## src/inc/hotswap_gpio_pkg.sv

```systemverilog
package hotswap_gpio_pkg;

    // ************************************************************
    // register offsets (byte addresses, dword aligned)
    // ************************************************************
    localparam logic [7:0] OFFS_HOT_SWAP   = 8'h74;
    localparam logic [7:0] OFFS_GENERAL_IO = 8'h78;
    localparam logic [7:0] OFFS_RSVD_7C    = 8'h7C;
    localparam logic [7:0] OFFS_PBUS_CAP   = 8'h80;

    // ************************************************************
    // constant field values
    // ************************************************************
    localparam logic [7:0] HS_CAP_ID_ON    = 8'h06;
    localparam logic [7:0] HS_CAP_ID_OFF   = 8'h00;
    localparam logic [7:0] HS_NEXT_PTR     = 8'h00;
    localparam logic [1:0] PROG_IF_CODE    = 2'h1;
    localparam logic [7:0] PBUS_CAP_ID     = 8'h07;
    localparam logic [7:0] PBUS_NEXT_PTR   = 8'h90;

    // ************************************************************
    // hot-swap field positions
    // ************************************************************
    localparam int HS_HIDE_BIT   = 16;
    localparam int HS_MASK_BIT   = 17;
    localparam int HS_PEND_BIT   = 18;
    localparam int HS_LED_BIT    = 19;
    localparam int HS_PI_LO      = 20;
    localparam int HS_EXT_BIT    = 22;
    localparam int HS_INS_BIT    = 23;

    // ************************************************************
    // general-purpose I/O field positions
    // ************************************************************
    localparam int GPIO_W        = 4;
    localparam int GPIO_OUT_CLR  = 12;
    localparam int GPIO_OUT_SET  = 16;
    localparam int GPIO_OE_CLR   = 20;
    localparam int GPIO_OE_SET   = 24;
    localparam int GPIO_IN_LO    = 28;

    // ************************************************************
    // secondary status field positions
    // ************************************************************
    localparam int SEC_WIDE_BIT   = 16;
    localparam int SEC_FAST_BIT   = 17;
    localparam int SEC_DISC_BIT   = 18;

    // ************************************************************
    // reset values
    // ************************************************************
    localparam logic       INS_RESET     = 1'b1;
    localparam logic       EXT_RESET     = 1'b0;
    localparam logic [3:0] GPIO_RESET    = 4'h0;

endpackage

```

## src/rtl/pin_sync3.sv

```systemverilog
`timescale 1ns/1ps
// three-stage synchroniser; output changes once stages two and three agree
module pin_sync3
    import hotswap_gpio_pkg::*;
#(
    parameter int W = 1
) (
    input  wire logic         clk_i,
    input  wire logic         nrst_i,
    input  wire logic [W-1:0] d_i,
    output logic      [W-1:0] q_o
);
    logic [W-1:0] s1_q;
    logic [W-1:0] s2_q;
    logic [W-1:0] s3_q;
    logic [W-1:0] out_q;

    always_ff @(posedge clk_i) begin
        if (!nrst_i) begin
            s1_q  <= '0;
            s2_q  <= '0;
            s3_q  <= '0;
            out_q <= '0;
        end else begin
            s1_q <= d_i;
            s2_q <= s1_q;
            s3_q <= s2_q;
            for (int i = 0; i < W; i++) begin
                if (s2_q[i] == s3_q[i]) begin
                    out_q[i] <= s3_q[i];
                end
            end
        end
    end

    assign q_o = out_q;
endmodule

```

## src/rtl/hotswap_gpio_regs.sv

```systemverilog
`timescale 1ns/1ps
// Contract
// - hot-swap id byte reads 06h with enable strap high, else 00h
// - hot-swap next pointer reads 00h, last in chain
// - bit 16 device-hiding arm, read-write, resets to 0
// - bit 17 masks the enumeration-request output, resets to 0
// - bit 18 shows insertion armed or either flag set
// - bit 19 drives the indicator LED, resets to 0
// - bits 21:20 read constant programming interface code 01
// - bit 22 extraction flag, set on extraction request, write-1 clears
// - bit 23 insertion flag, set on insertion request, write-1 clears, resets 1
// - parallel-bus id reads 07h, next pointer 90h
// - status bit 16 wide support: forward mode and wide strap
// - status bit 17 fast capable in forward mode only
// - status bit 18 set on discarded completion, write-1 clears, resets 0
// - discarded bit held 0 and read-only in reverse mode
module hotswap_gpio_regs
    import hotswap_gpio_pkg::*;
(
    input  wire logic        CLK_I,
    input  wire logic        NRST_I,
    input  wire logic        CFG_RD_I,
    input  wire logic        CFG_WR_I,
    input  wire logic [7:0]  CFG_ADDR_I,
    input  wire logic [3:0]  CFG_BE_I,
    input  wire logic [31:0] CFG_WDATA_I,
    output logic      [31:0] CFG_RDATA_O,
    output logic             CFG_RVALID_O,
    input  wire logic        HOT_SWAP_ENABLE_STRAP_I,
    input  wire logic        WIDE_DEVICE_STRAP_I,
    input  wire logic        REVERSE_MODE_I,
    input  wire logic        INSERT_EVENT_I,
    input  wire logic        EXTRACT_EVENT_I,
    input  wire logic        INSERT_ARMED_I,
    input  wire logic        SPLIT_DISCARD_I,
    input  wire logic [3:0]  GPIO_PIN_I,
    output logic      [3:0]  GPIO_OUT_O,
    output logic      [3:0]  GPIO_OE_N_O,
    output logic             ENUM_REQ_N_O,
    output logic             LED_ON_O,
    output logic             DEVICE_HIDE_O
);

    // ************************************************************
    // decode
    // ************************************************************
    function automatic logic hit(input logic [7:0] a, input logic [7:0] offs);
        hit = (a[7:2] == offs[7:2]);
    endfunction

    logic        wr_hs;
    logic        wr_io;
    logic        wr_sec;
    logic [3:0]  gpio_in;
    logic        hot_swap_enable_strap_q;
    logic        wide_q;
    logic        rev_q;
    logic        hide_q;
    logic        mask_q;
    logic        led_q;
    logic        ins_q;
    logic        ext_q;
    logic        disc_q;
    logic [3:0]  out_q;
    logic [3:0]  oe_n_q;
    logic [31:0] rdata_q;
    logic        rvalid_q;
    logic        enum_n_q;
    logic [31:0] hs_word;
    logic [31:0] io_word;
    logic [31:0] sec_word;
    logic [31:0] rd_d;

    assign wr_hs  = CFG_WR_I && hit(CFG_ADDR_I, OFFS_HOT_SWAP);
    assign wr_io  = CFG_WR_I && hit(CFG_ADDR_I, OFFS_GENERAL_IO);
    assign wr_sec = CFG_WR_I && hit(CFG_ADDR_I, OFFS_PBUS_CAP);

    pin_sync3 #(.W(GPIO_W)) u_gpio_sync (
        .clk_i  (CLK_I),
        .nrst_i (NRST_I),
        .d_i    (GPIO_PIN_I),
        .q_o    (gpio_in)
    );

    // ************************************************************
    // straps and mode, taken by a clocked process so reset stays constant
    // ************************************************************
    always_ff @(posedge CLK_I) begin
        if (!NRST_I) begin
            hot_swap_enable_strap_q <= 1'b0;
            wide_q  <= 1'b0;
            rev_q   <= 1'b0;
        end else begin
            hot_swap_enable_strap_q <= HOT_SWAP_ENABLE_STRAP_I;
            wide_q  <= WIDE_DEVICE_STRAP_I;
            rev_q   <= REVERSE_MODE_I;
        end
    end

    // ************************************************************
    // hot-swap controls
    // ************************************************************
    always_ff @(posedge CLK_I) begin
        if (!NRST_I) begin
            hide_q <= 1'b0;
            mask_q <= 1'b0;
            led_q  <= 1'b0;
        end else if (wr_hs && CFG_BE_I[2]) begin
            hide_q <= CFG_WDATA_I[HS_HIDE_BIT];
            mask_q <= CFG_WDATA_I[HS_MASK_BIT];
            led_q  <= CFG_WDATA_I[HS_LED_BIT];
        end
    end

    // flags: a new event wins over a write-1 clear in the same cycle
    always_ff @(posedge CLK_I) begin
        if (!NRST_I) begin
            ins_q <= INS_RESET;
            ext_q <= EXT_RESET;
        end else begin
            if (INSERT_EVENT_I) begin
                ins_q <= 1'b1;
            end else if (wr_hs && CFG_BE_I[2] && CFG_WDATA_I[HS_INS_BIT]) begin
                ins_q <= 1'b0;
            end
            if (EXTRACT_EVENT_I) begin
                ext_q <= 1'b1;
            end else if (wr_hs && CFG_BE_I[2] && CFG_WDATA_I[HS_EXT_BIT]) begin
                ext_q <= 1'b0;
            end
        end
    end

    // active-low request; mask keeps it from asserting
    always_ff @(posedge CLK_I) begin
        if (!NRST_I) begin
            enum_n_q <= 1'b1;
        end else begin
            enum_n_q <= ~((ins_q | ext_q) & ~mask_q);
        end
    end

    // ************************************************************
    // secondary status
    // ************************************************************
    always_ff @(posedge CLK_I) begin
        if (!NRST_I) begin
            disc_q <= 1'b0;
        end else if (rev_q) begin
            disc_q <= 1'b0;
        end else if (SPLIT_DISCARD_I) begin
            disc_q <= 1'b1;
        end else if (wr_sec && CFG_BE_I[2] && CFG_WDATA_I[SEC_DISC_BIT]) begin
            disc_q <= 1'b0;
        end
    end

    // ************************************************************
    // general-purpose I/O
    // ************************************************************
    generate
        for (genvar g = 0; g < GPIO_W; g++) begin : g_io
            always_ff @(posedge CLK_I) begin
                if (!NRST_I) begin
                    out_q[g] <= GPIO_RESET[g];
                    oe_n_q[g] <= ~GPIO_RESET[g];
                end else if (wr_io) begin
                    if (CFG_BE_I[2] && CFG_WDATA_I[GPIO_OUT_SET+g]) begin
                        out_q[g] <= 1'b1;
                    end else if (CFG_BE_I[1] && CFG_WDATA_I[GPIO_OUT_CLR+g]) begin
                        out_q[g] <= 1'b0;
                    end
                    if (CFG_BE_I[3] && CFG_WDATA_I[GPIO_OE_SET+g]) begin
                        oe_n_q[g] <= 1'b0;
                    end else if (CFG_BE_I[2] && CFG_WDATA_I[GPIO_OE_CLR+g]) begin
                        oe_n_q[g] <= 1'b1;
                    end
                end
            end
        end
    endgenerate

    // ************************************************************
    // read path
    // ************************************************************
    always_comb begin
        hs_word = '0;
        hs_word[7:0]  = hot_swap_enable_strap_q ? HS_CAP_ID_ON : HS_CAP_ID_OFF;
        hs_word[15:8] = HS_NEXT_PTR;
        hs_word[HS_HIDE_BIT] = hide_q;
        hs_word[HS_MASK_BIT] = mask_q;
        hs_word[HS_PEND_BIT] = INSERT_ARMED_I | ins_q | ext_q;
        hs_word[HS_LED_BIT]  = led_q;
        hs_word[HS_PI_LO+1:HS_PI_LO] = PROG_IF_CODE;
        hs_word[HS_EXT_BIT] = ext_q;
        hs_word[HS_INS_BIT] = ins_q;
    end

    always_comb begin
        io_word = '0;
        io_word[GPIO_IN_LO+GPIO_W-1:GPIO_IN_LO] = gpio_in;
    end

    always_comb begin
        sec_word = '0;
        sec_word[7:0]  = PBUS_CAP_ID;
        sec_word[15:8] = PBUS_NEXT_PTR;
        sec_word[SEC_WIDE_BIT] = ~rev_q & wide_q;
        sec_word[SEC_FAST_BIT] = ~rev_q;
        sec_word[SEC_DISC_BIT] = disc_q;
    end

    always_comb begin
        rd_d = '0;
        if (hit(CFG_ADDR_I, OFFS_HOT_SWAP)) begin
            rd_d = hs_word;
        end else if (hit(CFG_ADDR_I, OFFS_GENERAL_IO)) begin
            rd_d = io_word;
        end else if (hit(CFG_ADDR_I, OFFS_PBUS_CAP)) begin
            rd_d = sec_word;
        end
    end

    always_ff @(posedge CLK_I) begin
        if (!NRST_I) begin
            rdata_q  <= '0;
            rvalid_q <= 1'b0;
        end else begin
            rvalid_q <= CFG_RD_I;
            if (CFG_RD_I) begin
                rdata_q <= rd_d;
            end
        end
    end

    assign CFG_RDATA_O   = rdata_q;
    assign CFG_RVALID_O  = rvalid_q;
    assign GPIO_OUT_O    = out_q;
    // enables are kept inverted so the pin comes straight from a flop
    assign GPIO_OE_N_O   = oe_n_q;
    assign ENUM_REQ_N_O  = enum_n_q;
    assign LED_ON_O      = led_q;
    assign DEVICE_HIDE_O = hide_q;

endmodule

```

## config.mk

```make
export PLATFORM = sky130hd
export DESIGN_NAME = hotswap_gpio_regs
export DESIGN_NICKNAME = d
export VERILOG_FILES = /design/src/inc/hotswap_gpio_pkg.sv /design/src/rtl/pin_sync3.sv /design/src/rtl/hotswap_gpio_regs.sv
export SDC_FILE = /design/constraint.sdc
export NUM_CORES = 1
export LEC_CHECK = 0
export BUFFER_PORTS_ARGS = -buffer_cell sky130_fd_sc_hd__clkbuf_2
export CAP_MARGIN = 20
export CORE_AREA = 2 2 77 79
export DETAILED_ROUTE_END_ITERATION = 12
export DIE_AREA = 0 0 79 81
export PLACE_DENSITY = 0.68
export SYNTH_ARGS = -nofsm -noshare
export SYNTH_HDL_FRONTEND = slang
export SYNTH_SLANG_ARGS = --single-unit
export TNS_END_PERCENT = 50
```

## constraint.sdc

```tcl
create_clock -name CLK_I -period 1.8 [get_ports CLK_I]
set_clock_uncertainty 0.05 [all_clocks]
set_input_delay 0.45 -clock CLK_I [delete_from_list [all_inputs] [get_ports CLK_I]]
set_output_delay 0.45 -clock CLK_I [all_outputs]
set_load 0.01 [all_outputs]
```

Word level (Yosys, flattened, before mapping)

Index checks and enable logic that the tools add are counted.

Bits in registers: 67
Input bits: 59
Output and inout port bits: 44
Word-level logic and storage cells: 111

Equality and inequality tests: 7
Mux-type cells: 24
Bitwise logic cells: 9
Reduce and logical (&&, ||, !) cells: 44

Operator list:

| kind                                                | number |
|---|---|
| two-way mux 32 bit                                  | 2 |
| logical AND 1 bit                                   | 24 |
| two-way mux 1 bit                                   | 20 |
| nonzero test 2 bit                                  | 10 |
| two-way mux 19 bit                                  | 1 |
| AND reduction 2 bit                                 | 8 |
| equality test 6 x 5 -> 1 bit, second input constant | 2 |
| equality test 6 bit, second input constant          | 1 |
| equality test 1 bit                                 | 4 |
| NOT 1 bit                                           | 4 |
| OR reduction 2 bit                                  | 2 |
| two-way mux 3 bit                                   | 1 |
| bitwise OR 1 bit                                    | 3 |
| AND 1 bit                                           | 2 |

Longest topological paths before layout

Gate-level depths: netlist of the first run.

Depth in word-level cells: 6
Mapped depth: 6
Depth with buffers taken out: 4

Modules after synthesis

A second synthesis of the first run with hierarchy kept.

Cell total of the unflattened synthesis: 209
Area, all modules: 1985.7 µm²

By module, submodules not included:

| module            | times used | cells each | area an instance (µm²) | sequential area each (µm²) |
|---|---|---|---|---|
| hotswap_gpio_regs | 1          | 168        | 1503.9                 | 640.6 |
| pin_sync3         | 1          | 41         | 481.7                  | 320.3 |

Worst setup path after synthesis of the first run

Ideal clock, no wire load.

Kind: input-to-reg
Start: in CFG_ADDR_I[4]
End: reg rdata_q[16] (netlist: CFG_RDATA_O[16])
Library setup time: 122 ps
Arrival time: 1299 ps
Required time: 1628 ps
Setup slack: 330 ps
Stages on the path: 5
Buffers on the path: 2
Path through: and4b_1 buf_6 and3_4 buf_6 a221o_1

Word-level cells in the longest chain between the ends: 4
Elaborated cells between the ends (all ways): 6
Those cells by class: 3 x eq/ne; 3 x mux

Ends and longest elaborated chain:

| element                | RTL line                 | RTL |
|---|---|---|
| start, declared        | hotswap_gpio_regs.sv:24  | `input wire logic [7:0] CFG_ADDR_I,` |
| equality test 6 bit    | hotswap_gpio_regs.sv:48  | `hit = (a[7:2] == offs[7:2]);` |
| two-way mux 19 bit     | hotswap_gpio_regs.sv:219 | `end else if (hit(CFG_ADDR_I, OFFS_PBUS_CAP)) begin` |
| two-way mux 32 bit     | hotswap_gpio_regs.sv:217 | `end else if (hit(CFG_ADDR_I, OFFS_GENERAL_IO)) begin` |
| two-way mux 32 bit (*) | hotswap_gpio_regs.sv:215 | `if (hit(CFG_ADDR_I, OFFS_HOT_SWAP)) begin` |
| end signal, assigned   | hotswap_gpio_regs.sv:231 | `rdata_q <= rd_d;` |
| end, declared          | hotswap_gpio_regs.sv:66  | `logic [31:0] rdata_q;` |

Every way passes the cells marked *; elsewhere a longest branch is shown, timed or not.
A chain may end at the register's enable or synchronous reset.

==> qor.yml, run 1 <==
status: "complete, no violations"
synth_edf_count: 0
cts_tree: "built"
hold_depth: 2
synth_mux_area_share_pct: 0
grt_max_degree: 16
ys_ff_latch: 48
path_buf_inv: 1
nets: 317
drc: 0
place_area_mm2: 0.00222
setup_viol: 0
grt_pass1_vias: 1422
min_from: "CFG_WDATA_I[25]"
crit_family: "flip-flops"
irDropWorstVdd_v: 0.000277
slowest_delay_ns: 0.38
grt-ovfl-total: 0
synth_top_family_by_area: "simple AND/OR/NAND/NOR gates"
start_kind: "flip-flop"
cts_htree_levels: 2
postRouteAntennaNets: 0
final-max-slew-violation-count: 0
final_layout_size_suffix_gt1_share_pct: 33.6
synth_area_leaders: "dfxtp_1 51%, buf_4 7.6%, and2_1 5.0%"
yosysTopAreaCellShare_pct: 51.3
viasPerCell: 4.63
wl_per_cell_um: 12.9
r2r_setup_slack_ns: 0.64
regArea_um2: 961
via_count: 1547
crit_type: "flip-flop to output port"
cp-startpoint: "CFG_RDATA_O[2]"
wl_um: 4300
clock-sinks: 48
leakagePower_nw: 1.05
cts-buffers-inserted: 5
power_mw: 1.91
slowest_stage: "dfxtp_1"
clk_pin_slew_ns: 0.09
worstReg2RegStart: "rev_q"
synth-main-ff-cell: "dfxtp_1"
ios: 103
grt_pass1_wl_um: 6820
p_per_area_mw_per_mm2: 827
place_congestion: 0.785
grtUsageTotal_pct: 13.6
clock_path_buffers: 2
synth_fa_ha_area_share_pct: 0
hold_viol_final: 0
yosysSeqAreaShare_pct: 51.3
ys_warn_count: 0
dp_hpwl_um: 3300
drt_iter0_drc: 66
max_freq_mhz: 745
worstPathCellList: "clkbuf_2"
first_pass_iters: 4
fin_crit_ns: 1.34
cp.required_ns: 1.30
critPathArrivalTime_ns: 0.84
crit_fanout: 3
cts_setup_buffers: 0
die_y_um: 81
reg2reg_depth: 3
multi_input_area_um2: 747
netlist_area_mm2: 0.00187
ctsHoldBuffers: 0
synth_simple_gate_area_share_pct: 19.1
synth_compound_area_share_pct: 17.6
io_buffers: 67
synth_xor_area_share_pct: 0
endpoint: "CFG_RDATA_O[1]"
start_util_pct: 33.0
core_region_area_mm2: 0.00568
row_count: 28
diodes: 0
setup-tns-final_ns: 0
syn_to_final_growth_pct: 23.7
max-cap-violations: 0
clk_latency_ns: 0.30
hold_path_class: "input port to flip-flop"
cts_root_buf: "clkbuf_8"
r2r_end: "CFG_RDATA_O[16]"
fillers: 602
async_flop_share_pct: 0
antenna_found_initial: 0
cp.depth: 1
die_area_mm2: 0.00640
fin_area_mm2: 0.00232
rsz0062_at_grt: "no"
synth.avg_cell_area_um2: 9.90
post-route-period-util_pct: 74.5
synth_top_area_cell: "dfxtp_1"
synth_cells: 189
cp-end-kind: "output port"
yosysUniqueCellTypes: 37
die_x_um: 79
cts_repair_resize_count: 0
-- cell type report --
class	instances	share of cell area, %
Sequential cell	48	41.5
Multi-Input combinational cell	122	32.3
Timing Repair Buffer	75	17.1
Tap cell	75	4.05
Clock buffer	6	3.57
Inverter	6	0.972
Clock inverter	2	0.594
-- cells in the final DEF (no fill, tap or decap), types with 6 or more instances in the layout --
master and count:
a22o_1 7, inv_1 6, o21ai_0 9, nand3_1 11
clkbuf_2 67, conb_1 16, dfxtp_1 48, a21oi_1 16
buf_4 8, and2_1 15, nand2_1 6, clkbuf_8 6
-- worst min-delay path by stage --
stage | endpoint | slack (ns)
final | GPIO_OE_N_O[1] | 0.27
after global routing | GPIO_OE_N_O[0] | 0.27
after CTS | GPIO_OE_N_O[0] | 0.26
after detailed placement | u_gpio_sync.s2_q[3] | 0.37
after global placement | u_gpio_sync.s2_q[2] | 0.36
after floorplan | u_gpio_sync.s2_q[0] | 0.36
-- metal layers --
metal / vias to the layer above / track usage [%] / wire length (µm)
li1: 777 / - / -
met2: 47 / 23.6 / 2090
met1: 719 / 16.7 / 1940
met4: 0 / 4.31 / 42
met3: 4 / 3.56 / 223
met5: - / 0 / 0
-- sequential cells by signal, summed over array words and instances (netlist names) --
name,count
CFG_RDATA_O,13
DEVICE_HIDE_O,1
LED_ON_O,1
u_gpio_sync.s3_q,4
disc_q,1
hot_swap_enable_strap_q,1
u_gpio_sync.s1_q,4
GPIO_OE_N_O,4
ENUM_REQ_N_O,1
ext_q,1
GPIO_OUT_O,4
ins_q,1
wide_q,1
CFG_RVALID_O,1
u_gpio_sync.s2_q,4
u_gpio_sync.q_o,4
rev_q,1
mask_q,1
-- power by group --
| part | total (mW) | internal (mW) | switching [mW] |
|---|---|---|---|
| sequential | 1.09 | 1.08 | 0.0104 |
| clock | 0.673 | 0.314 | 0.359 |
| combinational | 0.148 | 0.0629 | 0.0850 |
| total | 1.91 | 1.46 | 0.454 |
-- cell families after synthesis --
| group | after synthesis |
|---|---|
| AND/OR/NAND/NOR | 57 |
| AO/OA/AOI/OAI | 49 |
| flip-flops | 48 |
| buffers and inverters | 34 |
| other | 1 |
-- through the flow --
stage / hold slack (ns) / util, % / setup WS [ns] / std cells
2_1_floorplan: 0.362 / - / 0.330 / 204
3_3_place_gp: 0.364 / 39.1 / 0.209 / 326
3_5_place_dp: 0.368 / 39.1 / 0.206 / 326
4_1_cts: 0.264 / 40.8 / 0.435 / 334
5_1_grt: 0.272 / 40.8 / 0.379 / 334
6_report: 0.271 / 40.8 / 0.459 / 334
-- cells in the mapped netlist, types with 3 or more instances --
library cell	n
dfxtp_1	48
buf_4	19
a21oi_1	16
and2_1	15
nand3_1	11
o21ai_0	9
a22o_1	7
inv_1	6
nand2_1	6
a311oi_1	4
buf_2	4
nand4b_1	4
nor2b_1	4
o31ai_1	4
and4b_1	3
No activity file was read; power rests on OpenSTA's default activity.
==> run 2, diff against run 1 <==
--- a/config.mk
+++ b/config.mk
@@ -10,7 +10,7 @@
 export CORE_AREA = 2 2 77 79
 export DETAILED_ROUTE_END_ITERATION = 12
 export DIE_AREA = 0 0 79 81
-export PLACE_DENSITY = 0.68
+export PLACE_DENSITY = 0.71
 export SYNTH_ARGS = -nofsm -noshare
 export SYNTH_HDL_FRONTEND = slang
 export SYNTH_SLANG_ARGS = --single-unit
==> constraint.sdc (replaced) <==
create_clock -name CLK_I -period 1.2 [get_ports CLK_I]
set_clock_uncertainty 0.05 [all_clocks]
set_input_delay 0.3 -clock CLK_I [delete_from_list [all_inputs] [get_ports CLK_I]]
set_output_delay 0.3 -clock CLK_I [all_outputs]
set_load 0.01 [all_outputs]
==> run 2 against run 1 <==
Cell count increased by 3.9%. Non-clock buffer count is 13 higher. Register-to-register slack got worse by 0.58 ns. First-iteration DRC count rose by 14%. Sequential cell count stayed put. Global-route usage increased by 0.38 points. Worst setup slack worse by 0.40 ns. Critical path type unchanged. Sequential power up 50%. Clock-buffer cell count fell by 1. Core utilization grew 1.8 points.
==> qor.yml, run 2 (synthesized netlist as in run 1, its figures left out) <==
status: "complete, no violations"
wl_per_cell_um: 12.0  # -6.6%
cp.required_ns: 0.85  # -0.45 ns
drt_iter0_drc: 75  # +14%
grt-ovfl-total: 0  # unchanged
p_seq_share_pct: 58.1  # +1.0 points
clock_power_share_pct: 33.0  # -2.2 points
place_congestion: 0.829  # +5.6%
grt.busiest_layer: "met2"
path_buf_inv: 1  # unchanged
start_kind: "flip-flop"
netSwitchingFraction_pct: 23.9  # +0.17 points
power_frac_comb_pct: 8.9  # +1.2 points
largest_register_ffs: 13  # unchanged
grt_max_degree: 17  # +1
layout_commonest_cell: "clkbuf_2"
max-cap-violations: 0  # unchanged
cts_tree: "built"
die_y_um: 81  # unchanged
placedCellCount: 339  # +4.0%
crit_type: "flip-flop to output port"
cts_root_buf: "clkbuf_8"
diodes: 0  # unchanged
hold_path_class: "input port to flip-flop"
syn_to_final_growth_pct: 29.2
clk_pin_slew_ns: 0.08  # about the same
fillers: 577  # -4.2%
cts_htree_levels: 2  # unchanged
crit_family: "flip-flops"
via_count: 1585  # +2.5%
rsz0062_at_grt: "no"
final-max-slew-violation-count: 0  # unchanged
row_count: 28  # unchanged
layout_common_cells: "67 x clkbuf_2, 45 x dfxtp_1, 21 x buf_4, 16 x a21oi_1, 16 x conb_1"
drc: 0  # unchanged
die_x_um: 79  # unchanged
grt_use_met2_pct: 23.1  # -0.42 points
clock-sinks: 48  # unchanged
worstPathCellList: "clkbuf_2"
slowest_delay_ns: 0.36  # -0.02 ns
final_layout_size_suffix_gt1_share_pct: 38.6  # +5.0 points
viasPerCell: 4.57  # -1.4%
first_pass_iters: 4  # unchanged
start_util_pct: 33.0  # unchanged
slowest_stage: "dfxtp_1"
cts-buffers-inserted: 5  # unchanged
ios: 103  # unchanged
critPathArrivalTime_ns: 0.80  # -0.04 ns
antenna_found_initial: 0  # unchanged
ctsHoldBuffers: 0  # unchanged
nets: 330  # +4.1%
dp_hpwl_um: 3300  # about the same
clock_path_buffers: 2  # unchanged
post-route-period-util_pct: 95.5
cp-end-kind: "output port"
grt.met3_usage_pct: 3.89  # +0.33 points
setup_viol: 0  # unchanged
p_int_mw: 2.15  # +47%
postRouteAntennaNets: 0  # unchanged
hold_slack_ns: 0.118  # -0.153 ns
grt_pass1_vias: 1555  # +9.4%
p_per_area_mw_per_mm2: 1170  # +41%
hold_viol_final: 0  # unchanged
grt_pass1_wl_um: 7090  # +4.0%
p_sw_uw: 675  # +49%
fin_crit_ns: 1.15
crit_fanout: 3  # unchanged
core_region_area_mm2: 0.00568  # unchanged
max_freq_mhz: 873
io_buffers: 67  # unchanged
irDropWorstVdd_v: 0.000638  # +130%
clk_latency_ns: 0.29  # about the same
layoutNonFillerInstCount: 347  # +3.9%
setup-tns-final_ns: 0  # unchanged
grtUsageTotal_pct: 14.0  # +0.38 points
wl_um: 4170  # -3.0%
die_area_mm2: 0.00640  # unchanged
leakagePower_nw: 1.11  # +6.0%
use_met1_pct: 17.4  # +0.76 points
## run 2: through the flow
| step | power (mW) | instance area (µm²) | util, % | setup slack [ns] |
|---|---|---|---|---|
| finish | 2.83 | 2420 | 42.6 | 0.0545 |
| global route | 2.98 | 2420 | 42.6 | 0.00191 |
| CTS | 2.87 | 2420 | 42.6 | 0.0193 |
| detailed placement | 1.93 | 2330 | 41.0 | -0.166 |
| global placement | 1.92 | 2330 | 41.0 | -0.156 |
| floorplan | 1.82 | 1940 | - | -0.120 |
## run 2: area by class of cell
| cell class | count | area [µm²] | share of cell area, % |
|---|---|---|---|
| multi-input cells | 122 | 757 | 31.3 |
| flip-flops and latches | 48 | 965 | 39.9 |
| repair buffers | 88 | 493 | 20.4 |
| well taps | 75 | 93.8 | 3.88 |
| clock buffers | 5 | 68.8 | 2.85 |
| inverters | 6 | 22.5 | 0.931 |
| clock inverters | 3 | 18.8 | 0.776 |
## run 2: power by group through the flow
stage,clock [mW],combinational (mW),sequential (mW)
global placement,0,0.245,1.68
detailed placement,0,0.250,1.68
global route,1.06,0.278,1.65
finish,0.933,0.251,1.64
floorplan,0,0.148,1.68
CTS,0.973,0.251,1.64
## run 2: final timing paths
kind	start	endpoint	slack [ns]	cells after the start
worst max-delay path	DEVICE_HIDE_O	DEVICE_HIDE_O	0.05	1
worst min-delay path	CFG_WDATA_I[26]	GPIO_OE_N_O[2]	0.12	2
worst max register to register	rev_q	CFG_RDATA_O[16]	0.06	3
worst min register to register	u_gpio_sync.s1_q[0]	u_gpio_sync.s2_q[0]	0.39	1
## run 2: timing repair
item,CTS,global route
setup buffers,0,0
resized for setup,1,2
endpoints found under the setup margin,3,3
## run 2: layer usage
layer	up-vias	wire length [µm]
met5	-	0
met2	52	1970
met3	6	257
met1	721	1880
met4	0	68
li1	806	-
==> run 3, diff against run 2 <==
--- a/config.mk
+++ b/config.mk
@@ -7,10 +7,11 @@
 export LEC_CHECK = 0
 export BUFFER_PORTS_ARGS = -buffer_cell sky130_fd_sc_hd__clkbuf_2
 export CAP_MARGIN = 20
-export CORE_AREA = 2 2 77 79
+export CORE_AREA = 2 2 73 75
 export DETAILED_ROUTE_END_ITERATION = 12
-export DIE_AREA = 0 0 79 81
-export PLACE_DENSITY = 0.71
+export DIE_AREA = 0 0 75 77
+export PLACE_DENSITY = 0.77
+export REMOVE_ABC_BUFFERS = 1
 export SYNTH_ARGS = -nofsm -noshare
 export SYNTH_HDL_FRONTEND = slang
 export SYNTH_SLANG_ARGS = --single-unit
==> run 3 against run 2 <==
Via count grew 2.7%. Total power rose by 9.3%. Global-route usage grew 0.73 points.
==> qor.yml, run 3 (synthesized netlist as in run 1, its figures left out) <==
crit_type: "flip-flop to output port"
clock_power_share_pct: 38.8  # +5.8 points
max-cap-violations: 0  # unchanged
power_frac_comb_pct: 8.2  # -0.7 points
r2r_setup_slack_ns: 0.08  # +0.02 ns
grt_pass1_wl_um: 6650  # -6.2%
final-max-slew-violation-count: 0  # unchanged
core_region_area_mm2: 0.00498  # -12%
setup_viol: 0  # unchanged
r2r_end: "CFG_RDATA_O[16]"
worstPathCellList: "clkbuf_2"
reg2reg_depth: 3  # unchanged
clk_pin_slew_ns: 0.09  # about the same
p_per_area_mw_per_mm2: 1260  # +7.6%
syn_to_final_growth_pct: 31.3
p_seq_share_pct: 53.1  # -5.0 points
max_freq_mhz: 873  # about the same
postRouteAntennaNets: 0  # unchanged
nets: 333  # +0.91%
final_layout_size_suffix_gt1_share_pct: 38.2  # -0.42 points
leakagePower_nw: 1.14  # +2.4%
via_count: 1628  # +2.7%
antenna_found_initial: 0  # unchanged
cts_setup_buffers: 0  # unchanged
drc: 0  # unchanged
worstReg2RegStart: "rev_q"
post-route-period-util_pct: 95.5  # about the same
dp_hpwl_um: 3310  # +0.50%
die_area_mm2: 0.00578  # -9.8%
start_util_pct: 37.6  # +4.6 points
hold_path_class: "input port to flip-flop"
grt-ovfl-total: 0  # unchanged
row_count: 26  # -7.1%
rsz0062_at_grt: "no"
hold_viol_final: 0  # unchanged
crit_fanout: 3  # unchanged
ctsHoldBuffers: 0  # unchanged
wl_per_cell_um: 11.9  # -1.1%
status: "complete, no violations"
placedCellCount: 337  # -0.59%
p_int_mw: 2.43  # +13%
place_congestion: 0.815  # -1.8%
clock-sinks: 48  # unchanged
drt_iter0_drc: 56  # -25%
path_buf_inv: 1  # unchanged
cts_htree_levels: 2  # unchanged
ios: 103  # unchanged
grt_max_degree: 16  # -1
first_pass_iters: 4  # unchanged
cp-startpoint: "CFG_RDATA_O[2]"
hold_slack_ns: 0.123  # +0.00518 ns
wl_um: 4100  # -1.6%
die_x_um: 75  # -5.1%
fin_area_mm2: 0.00246  # +1.6%
slowest_stage: "dfxtp_1"
crit_family: "flip-flops"
viasPerCell: 4.72  # +3.3%
cts_tree: "built"
start_kind: "flip-flop"
cp-end-kind: "output port"
layoutNonFillerInstCount: 345  # -0.58%
diodes: 0  # unchanged
cts_root_buf: "clkbuf_8"
grtUsageTotal_pct: 14.8  # +0.73 points
netSwitchingFraction_pct: 21.4  # -2.5 points
die_y_um: 77  # -4.9%
cp.required_ns: 0.85  # about the same
clk_latency_ns: 0.29  # about the same
endpoint: "CFG_RDATA_O[1]"
cts_repair_resize_count: 0  # -1
slowest_delay_ns: 0.36  # about the same
cp.depth: 1  # unchanged
grt_pass1_vias: 1515  # -2.6%
fin_crit_ns: 1.15  # +0.000551 ns
layout_commonest_cell: "clkbuf_2"
layout_common_cells: "67 x clkbuf_2, 46 x dfxtp_1, 24 x buf_4, 16 x a21oi_1, 16 x conb_1"
irDropWorstVdd_v: 0.000569  # -11%
place_area_mm2: 0.00233  # +0.27%
largest_register_ffs: 13  # unchanged
cts-buffers-inserted: 5  # unchanged
clock_path_buffers: 2  # unchanged
io_buffers: 67  # unchanged
p_sw_uw: 661  # -2.0%
critPathArrivalTime_ns: 0.80  # about the same
==> run 3: final cells by class <==
| cell class | instances | area [µm²] |
|---|---|---|
| timing repair buffer | 91 | 515 |
| tap | 70 | 87.6 |
| clock buffer | 6 | 82.6 |
| multi-input combinational | 122 | 747 |
| fill | 478 | 2520 |
| inverter | 6 | 22.5 |
| sequential | 48 | 963 |
| clock inverter | 2 | 38.8 |
==> run 3: per-stage QoR <==
step                util (%)  total power [mW]  setup slack, ns  TNS [ns]
CTS                     49.3              3.13          0.00677         0
detailed placement      46.9              1.93           -0.162     -2.73
floorplan                  -              1.77           -0.130     -1.03
global route            49.4              3.20           0.0105         0
finish                  49.4              3.09           0.0539         0
global placement        46.9              1.92           -0.139     -2.34
==> run 3: power by group through the flow <==
stage / Combinational [mW] / Clock, mW / Sequential (mW)
finish: 0.252 / 1.20 / 1.64
global route: 0.278 / 1.28 / 1.64
CTS: 0.251 / 1.24 / 1.64
detailed placement: 0.250 / 0 / 1.68
global placement: 0.246 / 0 / 1.68
floorplan: 0.0875 / 0 / 1.68
==> run 3: worst register-to-register path, stage by stage (launching register included) <==
cell,delay (ns)
dfxtp_1,0.34
and3b_1,0.18
and4_1,0.20
a221o_1,0.25
==> run 3: routing by layer <==
layer | track usage [%] | share of wire [%]
met2 | 23.2 | 48
met4 | 6.43 | 1.4
met5 | 0 | 0
met1 | 18.7 | 44
met3 | 3.81 | 6.7
==> run 3: worst min path at each step <==
stage	startpoint	end	slack, ns	depth (start not counted)
final	CFG_WDATA_I[27]	GPIO_OE_N_O[3]	0.12	2
after global routing	CFG_WDATA_I[27]	GPIO_OE_N_O[3]	0.12	2
after CTS	CFG_WDATA_I[27]	GPIO_OE_N_O[3]	0.11	2
after detailed placement	u_gpio_sync.s1_q[2]	u_gpio_sync.s2_q[2]	0.37	1
after global placement	u_gpio_sync.s1_q[1]	u_gpio_sync.s2_q[1]	0.36	1
after floorplan	CFG_WDATA_I[24]	GPIO_OE_N_O[0]	0.34	1
